File: src/dhlcd_pkg.sv
// package of constants and types for the dual half lcd bus driver
package dhlcd_pkg;
	localparam int DHLCD_DATA_W = 8;
	localparam int DHLCD_FIFO_DEPTH = 16;
	// controller bus timing
	localparam int DHLCD_CLK_MHZ = 125;
	localparam int DHLCD_STROBE_NS = 480;
	localparam int DHLCD_SETUP_NS = 140;
	localparam int DHLCD_STROBE_CYC = (DHLCD_STROBE_NS * DHLCD_CLK_MHZ + 999) / 1000;
	localparam int DHLCD_SETUP_CYC = (DHLCD_SETUP_NS * DHLCD_CLK_MHZ + 999) / 1000;
	localparam int DHLCD_CNT_W = 8;
	localparam int DHLCD_BUSY_BIT = 7;
	localparam int DHLCD_OP_W = 2;
	// request operations
	localparam logic [1:0] DHLCD_OP_CMD = 2'h0;
	localparam logic [1:0] DHLCD_OP_WRITE = 2'h1;
	localparam logic [1:0] DHLCD_OP_READ = 2'h2;
	localparam logic [1:0] DHLCD_OP_RMW = 2'h3;
	// address-set command bases
	localparam logic [7:0] DHLCD_CMD_SET_ROW = 8'hb8;
	localparam logic [7:0] DHLCD_CMD_SET_COL = 8'h40;
	localparam logic [2:0] DHLCD_ROW_RESET = 3'h0;
	localparam logic [5:0] DHLCD_COL_RESET = 6'h00;
	// request word: op, right half, reverse, first, set_addr, row, col, data
	localparam int DHLCD_REQ_W = 2 + 1 + 1 + 1 + 1 + 3 + 6 + 8;
	typedef enum logic [8:0] {
		DHLCD_IDLE = 9'b0_0000_0001,
		DHLCD_POLL_OLD = 9'b0_0000_0010,
		DHLCD_POLL_NEW = 9'b0_0000_0100,
		DHLCD_SETUP = 9'b0_0000_1000,
		DHLCD_STROBE = 9'b0_0001_0000,
		DHLCD_HOLD = 9'b0_0010_0000,
		DHLCD_NEXT = 9'b0_0100_0000,
		DHLCD_DONE = 9'b0_1000_0000,
		DHLCD_GAP = 9'b1_0000_0000
	} dhlcd_state_e;
endpackage

File: src/dhlcd_fifo.sv
// request fifo between drawing logic and the bus sequencer
`timescale 1ns/1ps
`default_nettype none
module dhlcd_fifo #(
	parameter int WIDTH = 8,
	parameter int DEPTH = 16
) (
	input wire logic core_clk,
	input wire logic rstn,
	input wire logic in_valid,
	output logic in_ready,
	input wire logic [WIDTH-1:0] in_data,
	output logic out_valid,
	input wire logic out_ready,
	output logic [WIDTH-1:0] out_data
);
	localparam int AW = $clog2(DEPTH);
	logic [WIDTH-1:0] mem [DEPTH];
	logic [AW-1:0] wr_ptr;
	logic [AW-1:0] rd_ptr;
	logic [AW:0] count;
	logic push;
	logic pop;
	assign push = in_valid && in_ready;
	assign pop = out_valid && out_ready;
	assign in_ready = count != (AW+1)'(DEPTH);
	assign out_valid = count != '0;
	assign out_data = mem[rd_ptr];
	always_ff @(posedge core_clk)
	begin
		if (push)
			mem[wr_ptr] <= in_data;
	end
	always_ff @(posedge core_clk)
	begin
		if (!rstn)
		begin
			wr_ptr <= '0;
			rd_ptr <= '0;
			count <= '0;
		end
		else
		begin
			if (push)
				wr_ptr <= (wr_ptr == AW'(DEPTH - 1)) ? '0 : wr_ptr + 1'b1;
			if (pop)
				rd_ptr <= (rd_ptr == AW'(DEPTH - 1)) ? '0 : rd_ptr + 1'b1;
			count <= count + (AW+1)'(push) - (AW+1)'(pop);
		end
	end
endmodule
`default_nettype wire

File: src/dhlcd_driver.sv
// host-side bus driver for a two-half dot-matrix lcd controller
// Overview of operation
// - readiness comes from polling the busy flag, never a fixed wait
// - each access first polls busy with the previous access's half select lines
// - when the half changes, poll busy again with the new half selected
// - select, read/write and half lines hold until the poll ends; only strobe moves
// - display reads start with one full dummy read whose data is dropped
// - column auto-increments, so only the first byte of a burst gets a dummy
// - writes carry no dummy cycle; the byte goes straight out
// - x address is the row (page), y address is the column
// - top-left corner is coordinate 0
// - each half is addressed by its own select; no page state is kept
// - control lines change in one registered step, with no glitch states
// - data bus returns to input as soon as a write ends
// - reverse mode inverts read data, merges, inverts again before write-back
`timescale 1ns/1ps
`default_nettype none
module dhlcd_driver
	import dhlcd_pkg::*;
#(
	parameter int FIFO_DEPTH = DHLCD_FIFO_DEPTH
) (
	input wire logic core_clk,
	input wire logic rstn,
	input wire logic req_valid,
	output logic req_ready,
	input wire logic [1:0] req_op,
	input wire logic req_right,
	input wire logic req_reverse,
	input wire logic req_first,
	input wire logic req_set_addr,
	input wire logic [2:0] req_row,
	input wire logic [5:0] req_col,
	input wire logic [7:0] req_data,
	output logic rd_valid,
	output logic [7:0] rd_data,
	output logic busy,
	output logic register_select_line,
	output logic read_write_line,
	output logic left_half_select,
	output logic right_half_select,
	output logic strobe_line,
	output logic [7:0] data_bus_out,
	output logic data_bus_oe,
	input wire logic [7:0] data_bus_in
);
	logic fifo_valid;
	logic fifo_pop;
	logic [DHLCD_REQ_W-1:0] fifo_word;
	logic fifo_in_ready;
	dhlcd_fifo #(.WIDTH(DHLCD_REQ_W), .DEPTH(FIFO_DEPTH)) u_fifo (
		.core_clk(core_clk),
		.rstn(rstn),
		.in_valid(req_valid),
		.in_ready(fifo_in_ready),
		.in_data({req_op, req_right, req_reverse, req_first, req_set_addr,
			req_row, req_col, req_data}),
		.out_valid(fifo_valid),
		.out_ready(fifo_pop),
		.out_data(fifo_word)
	);
	dhlcd_state_e state;
	logic [DHLCD_CNT_W-1:0] cnt;
	logic [1:0] op;
	logic right;
	logic reverse;
	logic dummy_pend;
	logic [2:0] step;
	logic [2:0] row;
	logic [5:0] col;
	logic [7:0] wdata;
	logic [7:0] merged;
	logic cur_right;
	logic cur_rs;
	logic cur_rw;
	logic [7:0] cur_out;
	logic cur_oe;
	logic poll_phase;
	// step plan: 0 row cmd, 1 col cmd, 2 dummy read, 3 data read, 4 data write
	localparam logic [2:0] STEP_ROW = 3'h0;
	localparam logic [2:0] STEP_COL = 3'h1;
	localparam logic [2:0] STEP_DUMMY = 3'h2;
	localparam logic [2:0] STEP_READ = 3'h3;
	localparam logic [2:0] STEP_WRITE = 3'h4;
	localparam logic [2:0] STEP_CMD = 3'h5;
	assign fifo_pop = (state == DHLCD_IDLE) && fifo_valid;
	assign poll_phase = (state == DHLCD_POLL_OLD) || (state == DHLCD_POLL_NEW);
	// reverse: invert read-back, merge ones, invert again for write-back
	assign merged = reverse ? ~((~data_bus_in) | wdata) : (data_bus_in | wdata);
	always_ff @(posedge core_clk)
	begin
		if (!rstn)
		begin
			state <= DHLCD_IDLE;
			cnt <= '0;
			op <= DHLCD_OP_CMD;
			right <= 1'b0;
			reverse <= 1'b0;
			dummy_pend <= 1'b0;
			step <= STEP_CMD;
			row <= DHLCD_ROW_RESET;
			col <= DHLCD_COL_RESET;
			wdata <= 8'h00;
			cur_right <= 1'b0;
			cur_rs <= 1'b0;
			cur_rw <= 1'b1;
			cur_out <= 8'h00;
			cur_oe <= 1'b0;
		end
		else
		begin
			unique case (state)
				DHLCD_IDLE:
				begin
					cur_oe <= 1'b0;
					if (fifo_valid)
					begin
						{op, right, reverse, dummy_pend} <= fifo_word[22:18];
						row <= fifo_word[16:14];
						col <= fifo_word[13:8];
						wdata <= fifo_word[7:0];
						// address set only when asked; half is carried per request
						// a read burst goes on from the output register without a dummy
						if (fifo_word[17])
							step <= STEP_ROW;
						else if (fifo_word[22:21] == DHLCD_OP_WRITE)
							step <= STEP_WRITE;
						else if (fifo_word[22:21] == DHLCD_OP_CMD)
							step <= STEP_CMD;
						else
							step <= fifo_word[18] ? STEP_DUMMY : STEP_READ;
						// status poll keeps previous half and select lines
						state <= DHLCD_POLL_OLD;
						cnt <= '0;
					end
				end
				DHLCD_POLL_OLD, DHLCD_POLL_NEW:
				begin
					// status read: only strobe toggles here
					cur_rs <= 1'b0;
					cur_rw <= 1'b1;
					cur_oe <= 1'b0;
					if (cnt == DHLCD_CNT_W'(DHLCD_STROBE_CYC + DHLCD_SETUP_CYC))
					begin
						cnt <= '0;
						if (!data_bus_in[DHLCD_BUSY_BIT])
						begin
							if (state == DHLCD_POLL_OLD && right != cur_right)
							begin
								cur_right <= right;
								state <= DHLCD_POLL_NEW;
							end
							else
								state <= DHLCD_SETUP;
						end
					end
					else
						cnt <= cnt + 1'b1;
				end
				DHLCD_SETUP:
				begin
					// all lines set together from registers
					unique case (step)
						STEP_ROW:
						begin
							{cur_rs, cur_rw, cur_oe} <= 3'b001;
							cur_out <= DHLCD_CMD_SET_ROW | {5'h00, row};
						end
						STEP_COL:
						begin
							{cur_rs, cur_rw, cur_oe} <= 3'b001;
							cur_out <= DHLCD_CMD_SET_COL | {2'h0, col};
						end
						STEP_DUMMY, STEP_READ:
						begin
							{cur_rs, cur_rw, cur_oe} <= 3'b110;
						end
						STEP_WRITE:
						begin
							// byte and direction move on the same edge
							{cur_rs, cur_rw, cur_oe} <= 3'b101;
							cur_out <= wdata;
						end
						default:
						begin
							{cur_rs, cur_rw, cur_oe} <= {op == DHLCD_OP_WRITE, 2'b01};
							cur_out <= wdata;
						end
					endcase
					cnt <= '0;
					state <= DHLCD_STROBE;
				end
				DHLCD_STROBE:
				begin
					if (cnt == DHLCD_CNT_W'(DHLCD_STROBE_CYC + DHLCD_SETUP_CYC))
					begin
						cnt <= '0;
						state <= DHLCD_HOLD;
						if (step == STEP_READ && op == DHLCD_OP_RMW)
							wdata <= merged;
					end
					else
						cnt <= cnt + 1'b1;
				end
				DHLCD_HOLD:
				begin
					// drive ends with the strobe; select lines stay for hold time
					cur_oe <= 1'b0;
					state <= DHLCD_NEXT;
				end
				DHLCD_NEXT:
				begin
					state <= DHLCD_POLL_OLD;
					unique case (step)
						STEP_ROW: step <= STEP_COL;
						STEP_COL:
						begin
							// a command request with set_addr stops once the address is set
							if (op == DHLCD_OP_CMD)
								state <= DHLCD_DONE;
							step <= (op == DHLCD_OP_WRITE) ? STEP_WRITE :
								(dummy_pend ? STEP_DUMMY : STEP_READ);
						end
						STEP_DUMMY:
						begin
							dummy_pend <= 1'b0;
							step <= STEP_READ;
						end
						STEP_READ:
						begin
							if (op == DHLCD_OP_RMW)
							begin
								step <= STEP_COL; // column moved on after the read
								dummy_pend <= 1'b0;
								op <= DHLCD_OP_WRITE;
							end
							else
								state <= DHLCD_DONE;
						end
						default: state <= DHLCD_DONE;
					endcase
				end
				DHLCD_DONE:
					state <= DHLCD_GAP;
				DHLCD_GAP:
					state <= DHLCD_IDLE;
			endcase
		end
	end
	// pin drivers: every line comes straight from a flop
	always_ff @(posedge core_clk)
	begin
		if (!rstn)
		begin
			register_select_line <= 1'b0;
			read_write_line <= 1'b1;
			left_half_select <= 1'b1;
			right_half_select <= 1'b0;
			strobe_line <= 1'b0;
			data_bus_out <= 8'h00;
			data_bus_oe <= 1'b0;
		end
		else
		begin
			// lines held stable across a poll; only strobe toggles
			register_select_line <= poll_phase ? 1'b0 : cur_rs;
			read_write_line <= poll_phase ? 1'b1 : cur_rw;
			left_half_select <= !cur_right;
			right_half_select <= cur_right;
			strobe_line <= (poll_phase || state == DHLCD_STROBE) &&
				cnt >= DHLCD_CNT_W'(DHLCD_SETUP_CYC);
			data_bus_out <= cur_out;
			data_bus_oe <= cur_oe && (state == DHLCD_STROBE || state == DHLCD_SETUP);
		end
	end
	// read result: the last strobe cycle still has the controller driving the bus
	always_ff @(posedge core_clk)
	begin
		if (!rstn)
		begin
			rd_valid <= 1'b0;
			rd_data <= 8'h00;
		end
		else
		begin
			rd_valid <= state == DHLCD_STROBE && step == STEP_READ && op == DHLCD_OP_READ &&
				cnt == DHLCD_CNT_W'(DHLCD_STROBE_CYC + DHLCD_SETUP_CYC);
			if (state == DHLCD_STROBE && step == STEP_READ)
				rd_data <= reverse ? ~data_bus_in : data_bus_in;
		end
	end
	// status towards the drawing logic
	always_ff @(posedge core_clk)
	begin
		if (!rstn)
		begin
			busy <= 1'b0;
			req_ready <= 1'b0;
		end
		else
		begin
			busy <= state != DHLCD_IDLE || fifo_valid;
			req_ready <= fifo_in_ready;
		end
	end
endmodule
`default_nettype wire

File: config.mk
export PLATFORM = sky130hd
export DESIGN_NAME = dhlcd_driver
export DESIGN_NICKNAME = d
export VERILOG_FILES = /design/src/dhlcd_pkg.sv /design/src/dhlcd_fifo.sv /design/src/dhlcd_driver.sv
export SDC_FILE = /design/constraint.sdc
export NUM_CORES = 1
export LEC_CHECK = 0
export ABC_AREA = 1
export BUFFER_PORTS_ARGS = -buffer_cell sky130_fd_sc_hd__buf_2
export CORE_MARGIN = 5
export CORE_UTILIZATION = 45
export DETAILED_ROUTE_END_ITERATION = 6
export GPL_TIMING_DRIVEN = 0
export PLACE_DENSITY = 0.62
export SLEW_MARGIN = 20
export SYNTH_ARGS = -nofsm -noshare
export SYNTH_HDL_FRONTEND = slang
export SYNTH_SLANG_ARGS = --single-unit
File: constraint.sdc
create_clock -name core_clk -period 3.3 [get_ports core_clk]
set_input_delay 0.165 -clock core_clk [delete_from_list [all_inputs] [get_ports core_clk]]
set_output_delay 0.165 -clock core_clk [all_outputs]
set_load 0.01 [all_outputs]
==> metrics.yaml, run 1 <==
status: "complete, no violations"
root_buffer: "clkbuf_16"
insertion_delay_ns: 0.58
dp_slack_ns: 0.434
grt_pass1_vias: 13500
p_leak_uw: 0.00814
antenna_found_initial: 2
grt_usage: 0.226
holdBufCountCts: 31
cts_tree: "built"
syn_nets: 1745
cp_cell_sequence: "nor2_4, nand3_4, nor2_4, inv_4, nor2_8, inv_4, nor2_1, inv_1, o21ai_0, ha_1, inv_1, fa_1, nor3_1, a211oi_1, o21ai_0, a21oi_1"
grt_pass1_wl_mm: 81.0
viasPerCell: 5.54
fin_setup_tns_ns: 0
slew_violations: 0
path_class: "reg2reg"
cp_slowest_cell: "fa_1"
netlist_top_cells_count: "368 x edfxtp_1, 298 x nor2_1, 194 x o21ai_0"
regToRegSetupSlack_ns: 0.40
dp_hpwl_mm: 35.3
hold_class: "in2reg"
place_inst: 2312
ir_drop_mv: 0.395
async_reset_ff_frac: 0
fin_ws_ns: 0.399
slowest_delay_ns: 0.43
path_clk_slew_ns: 0.06
worst_pin_slew_ns: 0.801
cts-resized-gates: 0
clk_path_buf_depth: 3
hold_viol: 0
overflow: 0
setup_viol: 0
clockPowerShare: 0.307
p_per_area_nw_per_um2: 785
yosys_register_bits: 464
drv_cap: 0
grt_max_degree: 22
synth_top_cell_area_share: 0.580
numPortBuffers: 57
yosysWarnings: 0
switching_share: 0.351
final_cells: 2433
fin_worst_skew_ns: 0.0241
drc: 0
gp_congestion: 0.872
power.internal_uw: 11400
period_share: 0.879
syn2layout_area_growth_pct: 17.5
sequentialPowerShare: 0.395
synthesis.instances: 1698
cts_setup_buffers: 0
rows: 75
synth_top_area_cell: "edfxtp_1"
nNetsFinal: 1902
cp-start-kind: "flip-flop"
io_pins: 59
vias: 13500
wl_per_cell_um: 21.6
wirelength_mm: 52.6
drt_iter0_markers: 1634
endpoint_kind: "flip-flop"
start_util: 0.454
critical-path-top-delay-family: "simple AND/OR/NAND/NOR gates"
yosys.cell_types.count: 50
cp.required_ns: 3.76
ys_top_cells_by_area: "edfxtp_1 58%, dfxtp_1 10%, nor2_1 5.9%"
fin_hold_ws_ns: 0.0127
clock-sinks: 464
arrival_ns: 3.36
path_max_fanout: 9
ys.flop_type: "edfxtp_1"
place_area_um2: 20500
fin_crit_ns: 2.90
cts_buffers: 49
die_area_um2: 46600
core_area_um2: 41900
die_x_um: 216
cts_htree_levels: 2
ys_seq_area_frac: 0.681
ant_nets: 0
cp_num_buf_inv: 4
syn_area_um2: 19100
die_y_um: 216
combPwrFrac: 0.298
firstDrtPassIters: 6
synth-edff-count: 368
power.switching_uw: 6170
synth_most_common_cell: "edfxtp_1"
drive_gt1_frac: 0.131
avgSynthCellArea_um2: 11.2
rsz0062_at_grt: "false"
fmax_ghz: 0.345
relSlewSlack: 0.466
fin_area_um2: 22400
-- registers in the layout, summed over array words and instances (netlist names), 5 cells and up, named ones only --
register,count
cur_out,8
rd_data,8
data_bus_out,8
u_fifo.count,5
col,6
u_fifo.mem,368
cnt,8
state,9
wdata,8
-- cells by family (layout without fill, tap and decap cells) --
| group | count (synthesis) | in the layout | share of synthesized area |
|---|---|---|---|
| simple gates | 622 | 622 | 0.142 |
| buf+inv | 215 | 410 | 0.0472 |
| other cells | 0 | 1 | 0 |
| flops | 464 | 464 | 0.681 |
| compound gates | 374 | 374 | 0.117 |
| xor+xnor | 10 | 10 | 0.00460 |
| fa+ha+maj | 13 | 13 | 0.00893 |
-- path summary, 6_finish.rpt --
path,start,end,cells after the start
min,req_data[6],u_fifo.mem[12][6]$_DFFE_PP_,1
min reg2reg,cur_right$_SDFFE_PN0P_,left_half_select$_SDFF_PN1_,1
max reg2reg,state[7]$_SDFFE_PN0P_,u_fifo.count[4]$_SDFF_PN0_,16
max,state[7]$_SDFFE_PN0P_,u_fifo.count[4]$_SDFF_PN0_,16
-- power groups by stage --
stage,clock network [uW],registers (uW),logic [uW]
2_1_floorplan,0,6980,3380
3_3_place_gp,0,7060,5000
3_5_place_dp,0,7060,5140
4_1_cts,5460,6940,5210
5_1_grt,5740,6980,5820
6_report,5400,6940,5230
-- per-stage QoR --
step                      power, uW   util
final                         17600  0.534
after global routing          18500  0.534
after CTS                     17600  0.534
after detailed placement      12200  0.489
after global placement        12100  0.477
after floorplan               10400      -
-- layout by cell type (no fill, tap or decap), types with 50 or more instances in the layout --
master,synthesis,layout
a21oi_1,50,50
buf_2,31,88
clkbuf_1,44,51
clkbuf_16,0,51
dfxtp_1,96,96
edfxtp_1,368,368
inv_1,114,114
nand2_1,176,176
nand3_1,99,99
nor2_1,298,283
o211ai_1,79,79
o21ai_0,194,194
-- area by class of cell --
type	count	area, um2
antenna	1	2.50
buffer	90	425
clock buffer	65	1370
clock inverter	24	195
fill	3599	19600
inverter	125	474
multi-input combinational	1019	5300
sequential	464	13000
tap	539	674
timing repair buffer	106	971
-- layer usage --
| layer | part of all wire | global-route usage |
|---|---|---|
| met1 | 0.42 | 0.301 |
| met2 | 0.48 | 0.372 |
| met3 | 0.074 | 0.0408 |
| met4 | 0.033 | 0.0826 |
| met5 | 0 | 0 |
(Power assumes the default switching activity.)
==> run 2, diff against run 1 <==
--- a/config.mk
+++ b/config.mk
@@ -11,7 +11,7 @@
 export CORE_UTILIZATION = 45
 export DETAILED_ROUTE_END_ITERATION = 6
 export GPL_TIMING_DRIVEN = 0
-export PLACE_DENSITY = 0.62
+export PLACE_DENSITY = 0.59
 export SLEW_MARGIN = 20
 export SYNTH_ARGS = -nofsm -noshare
 export SYNTH_HDL_FRONTEND = slang
==> run 2 against run 1 <==
Worst hold slack gained 0.42 ns; clock power shrank 2%; core utilization shrank 0.066 points; first-iteration DRC count shrank 21%; via count shrank 0.62%; cell count grew 0.16%; cell area shrank 0.12%; combinational power is essentially flat; critical path depth is the same; register-to-register slack gained 0.05 ns; clock skew is essentially flat; flip-flop and latch count is the same; largest power group unchanged.
==> metrics.yaml, run 2 (synthesis gave the netlist of run 1 again) <==
dp_slack_ns: 0.445  # was 0.434 ns
fin_area_um2: 22400  # about the same
gp_congestion: 0.852  # was 0.872
drc: 0  # unchanged
cp-start-kind: "flip-flop"  # unchanged
worst_pin_slew_ns: 0.792  # was 0.801 ns
reg_top3: "u_fifo.mem (368), state (9)"  # unchanged
die_y_um: 216  # unchanged
grt_usage: 0.223  # was 0.226
slew_violations: 0  # unchanged
cts_setup_buffers: 0  # unchanged
dp_hpwl_mm: 35.3  # about the same
die_x_um: 216  # unchanged
utilization: 0.533  # was 0.534
start_util: 0.454  # unchanged
firstDrtPassIters: 5  # was 6
final_common_cell: "edfxtp_1"  # unchanged
relSlewSlack: 0.472  # was 0.466
num-fill-cells: 3584  # was 3599
wl_per_cell_um: 21.6  # about the same
overflow: 0  # unchanged
endpoint_kind: "flip-flop"  # unchanged
fmax_ghz: 0.351  # was 0.345 GHz
ir_drop_mv: 0.385  # was 0.395 mV
regMostFlops: "u_fifo.mem"  # unchanged
p_leak_uw: 0.00811  # was 0.00814 uW
clk_path_buf_depth: 3  # unchanged
cts_tree: "built"  # unchanged
rsz0062_at_grt: "false"  # unchanged
cts_buffers: 49  # unchanged
hold_class: "reg2reg"  # was in2reg
antenna_found_initial: 2  # unchanged
place_area_um2: 20500  # about the same
drt_iter0_markers: 1299  # was 1634
fin_crit_ns: 2.85  # was 2.90 ns
fin_ws_ns: 0.452  # was 0.399 ns
viasPerCell: 5.50  # was 5.54
insertion_delay_ns: 0.59  # was 0.58 ns
hold_viol: 0  # unchanged
fin_setup_tns_ns: 0  # unchanged
p_per_area_nw_per_um2: 780  # was 785 nW/um2
grt_max_degree: 21  # was 22
cp.required_ns: 3.77  # was 3.76 ns
io_pins: 59  # unchanged
rows: 75  # unchanged
die_area_um2: 46600  # unchanged
fin_worst_skew_ns: 0.0236  # was 0.0241 ns
p_total_uw: 17400  # was 17600 uW
clock-sinks: 464  # unchanged
numPortBuffers: 57  # unchanged
arrival_ns: 3.32  # was 3.36 ns
grt_pass1_wl_mm: 79.1  # was 81.0 mm
path_clk_slew_ns: 0.06  # about the same
syn2layout_area_growth_pct: 17.4  # was 17.5%
wirelength_mm: 52.6  # about the same
vias: 13400  # was 13.5k
nNetsFinal: 1905  # was 1902
cts_htree_levels: 2  # unchanged
drv_cap: 0  # unchanged
status: "complete, no violations"  # unchanged
period_share: 0.863  # was 0.879
core_area_um2: 41900  # unchanged
path_max_fanout: 9  # unchanged
root_buffer: "clkbuf_16"  # unchanged
largest_reg_flops: 368  # unchanged
setup_viol: 0  # unchanged
drive_gt1_frac: 0.126  # was 0.131
ant_nets: 0  # unchanged
path_class: "reg2reg"  # unchanged
final_cell_mix: "368 x edfxtp_1, 283 x nor2_1, 194 x o21ai_0"  # unchanged
grt_pass1_vias: 13300  # was 13.5k
## run 2: cell count changes in the layout (fill, tap and decap cells not counted), moves of 3 or more
cell	delta
clkbuf_1	+3
clkbuf_8	+4
clkbuf_4	-4
clkinv_2	-7
clkinv_1	+7
## run 2: final cells by class
| class | instances | area [um2] | share of cell area |
|---|---|---|---|
| diodes | 2 | 5.00 | 0.000224 |
| inverters | 125 | 474 | 0.0212 |
| multi-input cells | 1019 | 5300 | 0.237 |
| flip-flops and latches | 464 | 13000 | 0.580 |
| clock inverters | 23 | 176 | 0.00789 |
| plain buffers | 90 | 425 | 0.0190 |
| repair buffers | 109 | 973 | 0.0435 |
| clock buffers | 66 | 1360 | 0.0608 |
| well taps | 539 | 674 | 0.0302 |
## run 2: through the flow
| step | hold slack [ns] | std cells |
|---|---|---|
| after global routing | 0.443 | 2436 |
| after global placement | 0.410 | 2294 |
| after floorplan | 0.264 | 1698 |
| final | 0.430 | 2437 |
| after CTS | 0.409 | 2435 |
| after detailed placement | 0.416 | 2313 |
## run 2: critical path, cell delays in order (launching register included)
cell and delay, ns:
dfxtp_1 0.34, nor2_4 0.15, nand3_4 0.14, nor2_4 0.22
inv_4 0.09, nor2_8 0.14, inv_4 0.11, nor2_1 0.17
inv_1 0.08, o21ai_0 0.09, ha_1 0.21, inv_1 0.06
fa_1 0.43, nor3_1 0.21, a211oi_1 0.08, o21ai_0 0.14
a21oi_1 0.05
## run 2: per-layer routing
| layer | global-route usage | wire (um) | vias up | share of wire |
|---|---|---|---|---|
| met1 | 0.292 | 21900 | 6517 | 0.42 |
| met4 | 0.0866 | 1820 | 0 | 0.035 |
| li1 | - | - | 6326 | - |
| met2 | 0.371 | 25200 | 458 | 0.48 |
| met3 | 0.0426 | 3750 | 100 | 0.071 |
| met5 | 0 | 0 | - | 0 |
## run 2: path summary, 6_finish.rpt
| kind | start | endpoint | slack, ns | cells past startpoint |
|---|---|---|---|---|
| setup / recovery | state[5]$_SDFFE_PN0P_ | u_fifo.count[4]$_SDFF_PN0_ | 0.45 | 16 |
| hold / removal | cur_out[6]$_SDFFE_PN0P_ | data_bus_out[6]$_SDFF_PN0_ | 0.43 | 2 |
| setup reg to reg | state[5]$_SDFFE_PN0P_ | u_fifo.count[4]$_SDFF_PN0_ | 0.45 | 16 |
| hold reg to reg | cur_out[6]$_SDFFE_PN0P_ | data_bus_out[6]$_SDFF_PN0_ | 0.43 | 2 |
## run 2: report_power, final
part	internal (uW)	switching, uW	leakage, uW	total [uW]
Clock	3040	2260	0.000746	5300
Sequential	6690	246	0.00410	6940
Combinational	1560	3640	0.00326	5200
## run 2: repair_timing
action                                 4_1_cts  5_1_grt
endpoints found under the hold margin      380        0
resized for setup                            0        0
hold buffers                                33        0
==> run 3, diff against run 2 <==
--- a/config.mk
+++ b/config.mk
@@ -5,7 +5,6 @@
 export SDC_FILE = /design/constraint.sdc
 export NUM_CORES = 1
 export LEC_CHECK = 0
-export ABC_AREA = 1
 export BUFFER_PORTS_ARGS = -buffer_cell sky130_fd_sc_hd__buf_2
 export CORE_MARGIN = 5
 export CORE_UTILIZATION = 45
==> run 3 against run 2 <==
Critical path depth shrank 7; maximum frequency shrank 6.1%; clock-buffer cell count shrank 5; power shrank 18%; core utilization grew 0.56 points; clock power shrank 4.2%; synthesized area shrank 4.3%; sequential power shrank 3.2%; first-iteration DRC count shrank 36%; via count shrank 26%; critical path type unchanged; highest routed layer unchanged.
==> metrics.yaml, run 3 <==
status: "complete, no violations"  # unchanged
worst_pin_slew_ns: 0.946  # was 0.792 ns
dr.max_layer_used: "met4"  # unchanged
cp_slowest_cell: "nor3_2"  # was fa_1
yosysWarnings: 0  # unchanged
worst_setup_path_endpoint: "u_fifo.mem[1][4]$_DFFE_PP_"  # was u_fifo.count[4]$_SDFF_PN0_
gp_congestion: 0.822  # was 0.852
synth-edff-count: 368  # unchanged
numPortBuffers: 58  # was 57
met3WireLength_mm: 2.31  # was 3.75 mm
overflow: 0  # unchanged
avgSynthCellArea_um2: 17.1  # was 11.2 um2
largest_reg_flops: 368  # unchanged
cts_tree: "built"  # unchanged
root_buffer: "clkbuf_16"  # unchanged
ir_drop_mv: 0.385  # about the same
die_area_um2: 44600  # was 46600 um2
num-fill-cells: 3160  # was 3584
grt_max_degree: 18  # was 21
met1_length_mm: 18.5  # was 21.9 mm
path_clk_slew_ns: 0.06  # about the same
p_per_area_nw_per_um2: 664  # was 780 nW/um2
drc: 0  # unchanged
cts_setup_buffers: 0  # unchanged
core_area_um2: 39900  # was 41900 um2
cts_htree_levels: 2  # unchanged
ys.flop_type: "edfxtp_1"  # unchanged
die_y_um: 211  # was 216 um
syn_nets: 1113  # was 1745
nNetsFinal: 1280  # was 1905
slowest_delay_ns: 0.71  # was 0.43 ns
fin_setup_tns_ns: 0  # unchanged
ant_nets: 0  # unchanged
netlist_top_cells_count: "368 x edfxtp_1, 100 x mux4_2, 96 x dfxtp_1"  # was 368 x edfxtp_1, 298 x nor2_1, 194 x o21ai_0
p_leak_uw: 0.00699  # was 0.00811 uW
reg2reg_depth: 9  # was 16
cts_buffers: 49  # unchanged
startpoint: "u_fifo.count[2]$_SDFF_PN0_"  # was state[5]$_SDFFE_PN0P_
grt_usage: 0.193  # was 0.223
rr_endpoint: "u_fifo.mem[1][4]$_DFFE_PP_"  # was u_fifo.count[4]$_SDFF_PN0_
synthesis.instances: 1066  # was 1698
reg_top3: "u_fifo.mem (368), state (9)"  # unchanged
async_reset_ff_frac: 0  # unchanged
slew_violations: 0  # unchanged
wl_per_cell_um: 23.5  # was 21.6 um
yosys_register_bits: 464  # unchanged
syn2layout_area_growth_pct: 17.9  # was 17.4%
rows: 73  # was 75
fmax_ghz: 0.330  # was 0.351 GHz
path_max_fanout: 8  # was 9
drt_iter0_markers: 831  # was 1299
regMostFlops: "u_fifo.mem"  # unchanged
grt_pass1_wl_mm: 64.5  # was 79.1 mm
period_share: 0.919  # was 0.863
yosys.cell_types.count: 60  # was 50
drv_cap: 0  # unchanged
viasPerCell: 5.55  # was 5.50
start_util: 0.457  # was 0.454
final_cell_mix: "368 x edfxtp_1, 100 x mux4_2, 96 x dfxtp_1"  # was 368 x edfxtp_1, 283 x nor2_1, 194 x o21ai_0
firstDrtPassIters: 5  # unchanged
ys_top_cells_by_area: "edfxtp_1 61%, mux4_2 12%, dfxtp_1 11%"  # was edfxtp_1 58%, dfxtp_1 10%, nor2_1 5.9%
clock-sinks: 464  # unchanged
clk_path_buf_depth: 3  # unchanged
cp_cell_sequence: "inv_1, ha_1, nor4bb_1, nor2b_1, clkbuf_1, nand2_1, nor3_2, buf_4, buf_6"  # was nor2_4, nand3_4, nor2_4, inv_4, nor2_8, inv_4, nor2_1, inv_1, o21ai_0, ha_1, inv_1, fa_1, nor3_1, a211oi_1, o21ai_0, a21oi_1
die_x_um: 211  # was 216 um
arrival_ns: 3.31  # was 3.32 ns
insertion_delay_ns: 0.58  # was 0.59 ns
hold_start: "req_valid"  # was cur_out[6]$_SDFFE_PN0P_
cp.required_ns: 3.58  # was 3.77 ns
path_class: "reg2reg"  # unchanged
synth_top_area_cell: "edfxtp_1"  # unchanged
fin_crit_ns: 3.03  # was 2.85 ns
regToRegSetupSlack_ns: 0.27  # was 0.45 ns
grt_pass1_vias: 10200  # was 13.3k
io_pins: 59  # unchanged
wirelength_mm: 42.2  # was 52.6 mm
endpoint_kind: "flip-flop"  # unchanged
cp-start-kind: "flip-flop"  # unchanged
relSlewSlack: 0.369  # was 0.472
syn_area_um2: 18200  # was 19100 um2
timing.rr.start: "u_fifo.count[2]$_SDFF_PN0_"  # was state[5]$_SDFFE_PN0P_
synth_top_cell_area_share: 0.606  # was 0.580
place_area_um2: 19700  # was 20500 um2
hold_viol: 0  # unchanged
ys_seq_area_frac: 0.711  # was 0.681
utilization: 0.539  # was 0.533
fin_worst_skew_ns: 0.0183  # was 0.0236 ns
setup_viol: 0  # unchanged
synth_most_common_cell: "edfxtp_1"  # unchanged
drive_gt1_frac: 0.230  # was 0.126
dp_hpwl_mm: 27.9  # was 35.3 mm
wl_met2_mm: 20.2  # was 25.2 mm
rsz0062_at_grt: "false"  # unchanged
hold_class: "in2reg"  # was reg2reg
fin_area_um2: 21500  # was 22400 um2
antenna_found_initial: 1  # was 2
vias: 9956  # was 13.4k
final_common_cell: "edfxtp_1"  # unchanged
## run 3: changes by cell type after synthesis, sizes merged, moves of 12 or more
cell	delta
and2	+12
nand3	-96
a211oi	+14
nor2	-249
o21ai	-180
buf	-20
clkbuf	-15
inv	-106
o211ai	-71
mux2i	+23
nor2b	+22
nand2	-114
mux4	+100
## run 3: through the flow
step / hold slack [ns] / worst slack (ns) / cells / power, uW
after floorplan: 0.241 / 0.0123 / 1066 / 8540
after global placement: 0.424 / -2.24 / 1649 / 9250
final: 0.269 / 0.266 / 1793 / 14300
after detailed placement: 0.423 / 0.259 / 1674 / 9320
after CTS: 0.232 / 0.238 / 1792 / 14400
after global routing: 0.338 / 0.0591 / 1792 / 14900
## run 3: final cells by class
cell class                 instances  area [um2]  area share
sequential                       464       13000       0.603
multi-input combinational        526        5050       0.235
clock buffer                      61        1270      0.0591
timing repair buffer             116        1030      0.0480
tap                              525         657      0.0306
buffer                            55         245      0.0114
clock inverter                    24         190     0.00885
inverter                          21        78.8     0.00367
antenna                            1        2.50    0.000116
## run 3: routing by layer
metal,track usage,vias up
met1,0.275,5071
met4,0.0669,0
met2,0.307,270
met3,0.0325,66
met5,0,-
li1,-,4549
## run 3: report_power, final
group	total [uW]	internal, uW	switching [uW]
clock network	5080	2880	2190
logic	2490	1100	1390
registers	6720	6590	131
## run 3: worst min-delay path by stage
stage                               endpoint  slack (ns)  cells past startpoint
6_report       u_fifo.wr_ptr[0]$_SDFFE_PN0P_        0.27                      5
2_1_floorplan          state[3]$_SDFFE_PN0P_        0.24                      1
5_1_grt        u_fifo.wr_ptr[0]$_SDFFE_PN0P_        0.34                      5
3_5_place_dp      read_write_line$_SDFF_PP1_        0.42                      1
4_1_cts        u_fifo.wr_ptr[0]$_SDFFE_PN0P_        0.23                      5
3_3_place_gp      read_write_line$_SDFF_PP1_        0.42                      1
## run 3: timing repair
| action | in CTS | in global routing |
|---|---|---|
| gates resized for setup | 0 | 0 |
| hold endpoints to repair | 386 | 0 |
| hold buffers | 33 | 0 |
## run 3: logic make-up (layout without fill, tap and decap cells)
kind of cell	count (synthesis)	count (layout)	share of synthesized area
flip-flops	464	464	0.711
AND/OR/NAND/NOR	224	224	0.0624
AO/OA/AOI/OAI	142	142	0.0513
adder cells (fa/ha/maj)	14	14	0.00988
XOR/XNOR	22	22	0.0106
multiplexers	124	124	0.137
buffers and inverters	76	277	0.0177
other	0	1	0
## run 3: critical path, delay by kind of cell, from the launching register on
kind                       cells  cell delay [ns]
buffers and inverters          4             0.89
adders and majority gates      1             0.20
DFF                            1             0.34
and+or+nand+nor                4             1.28
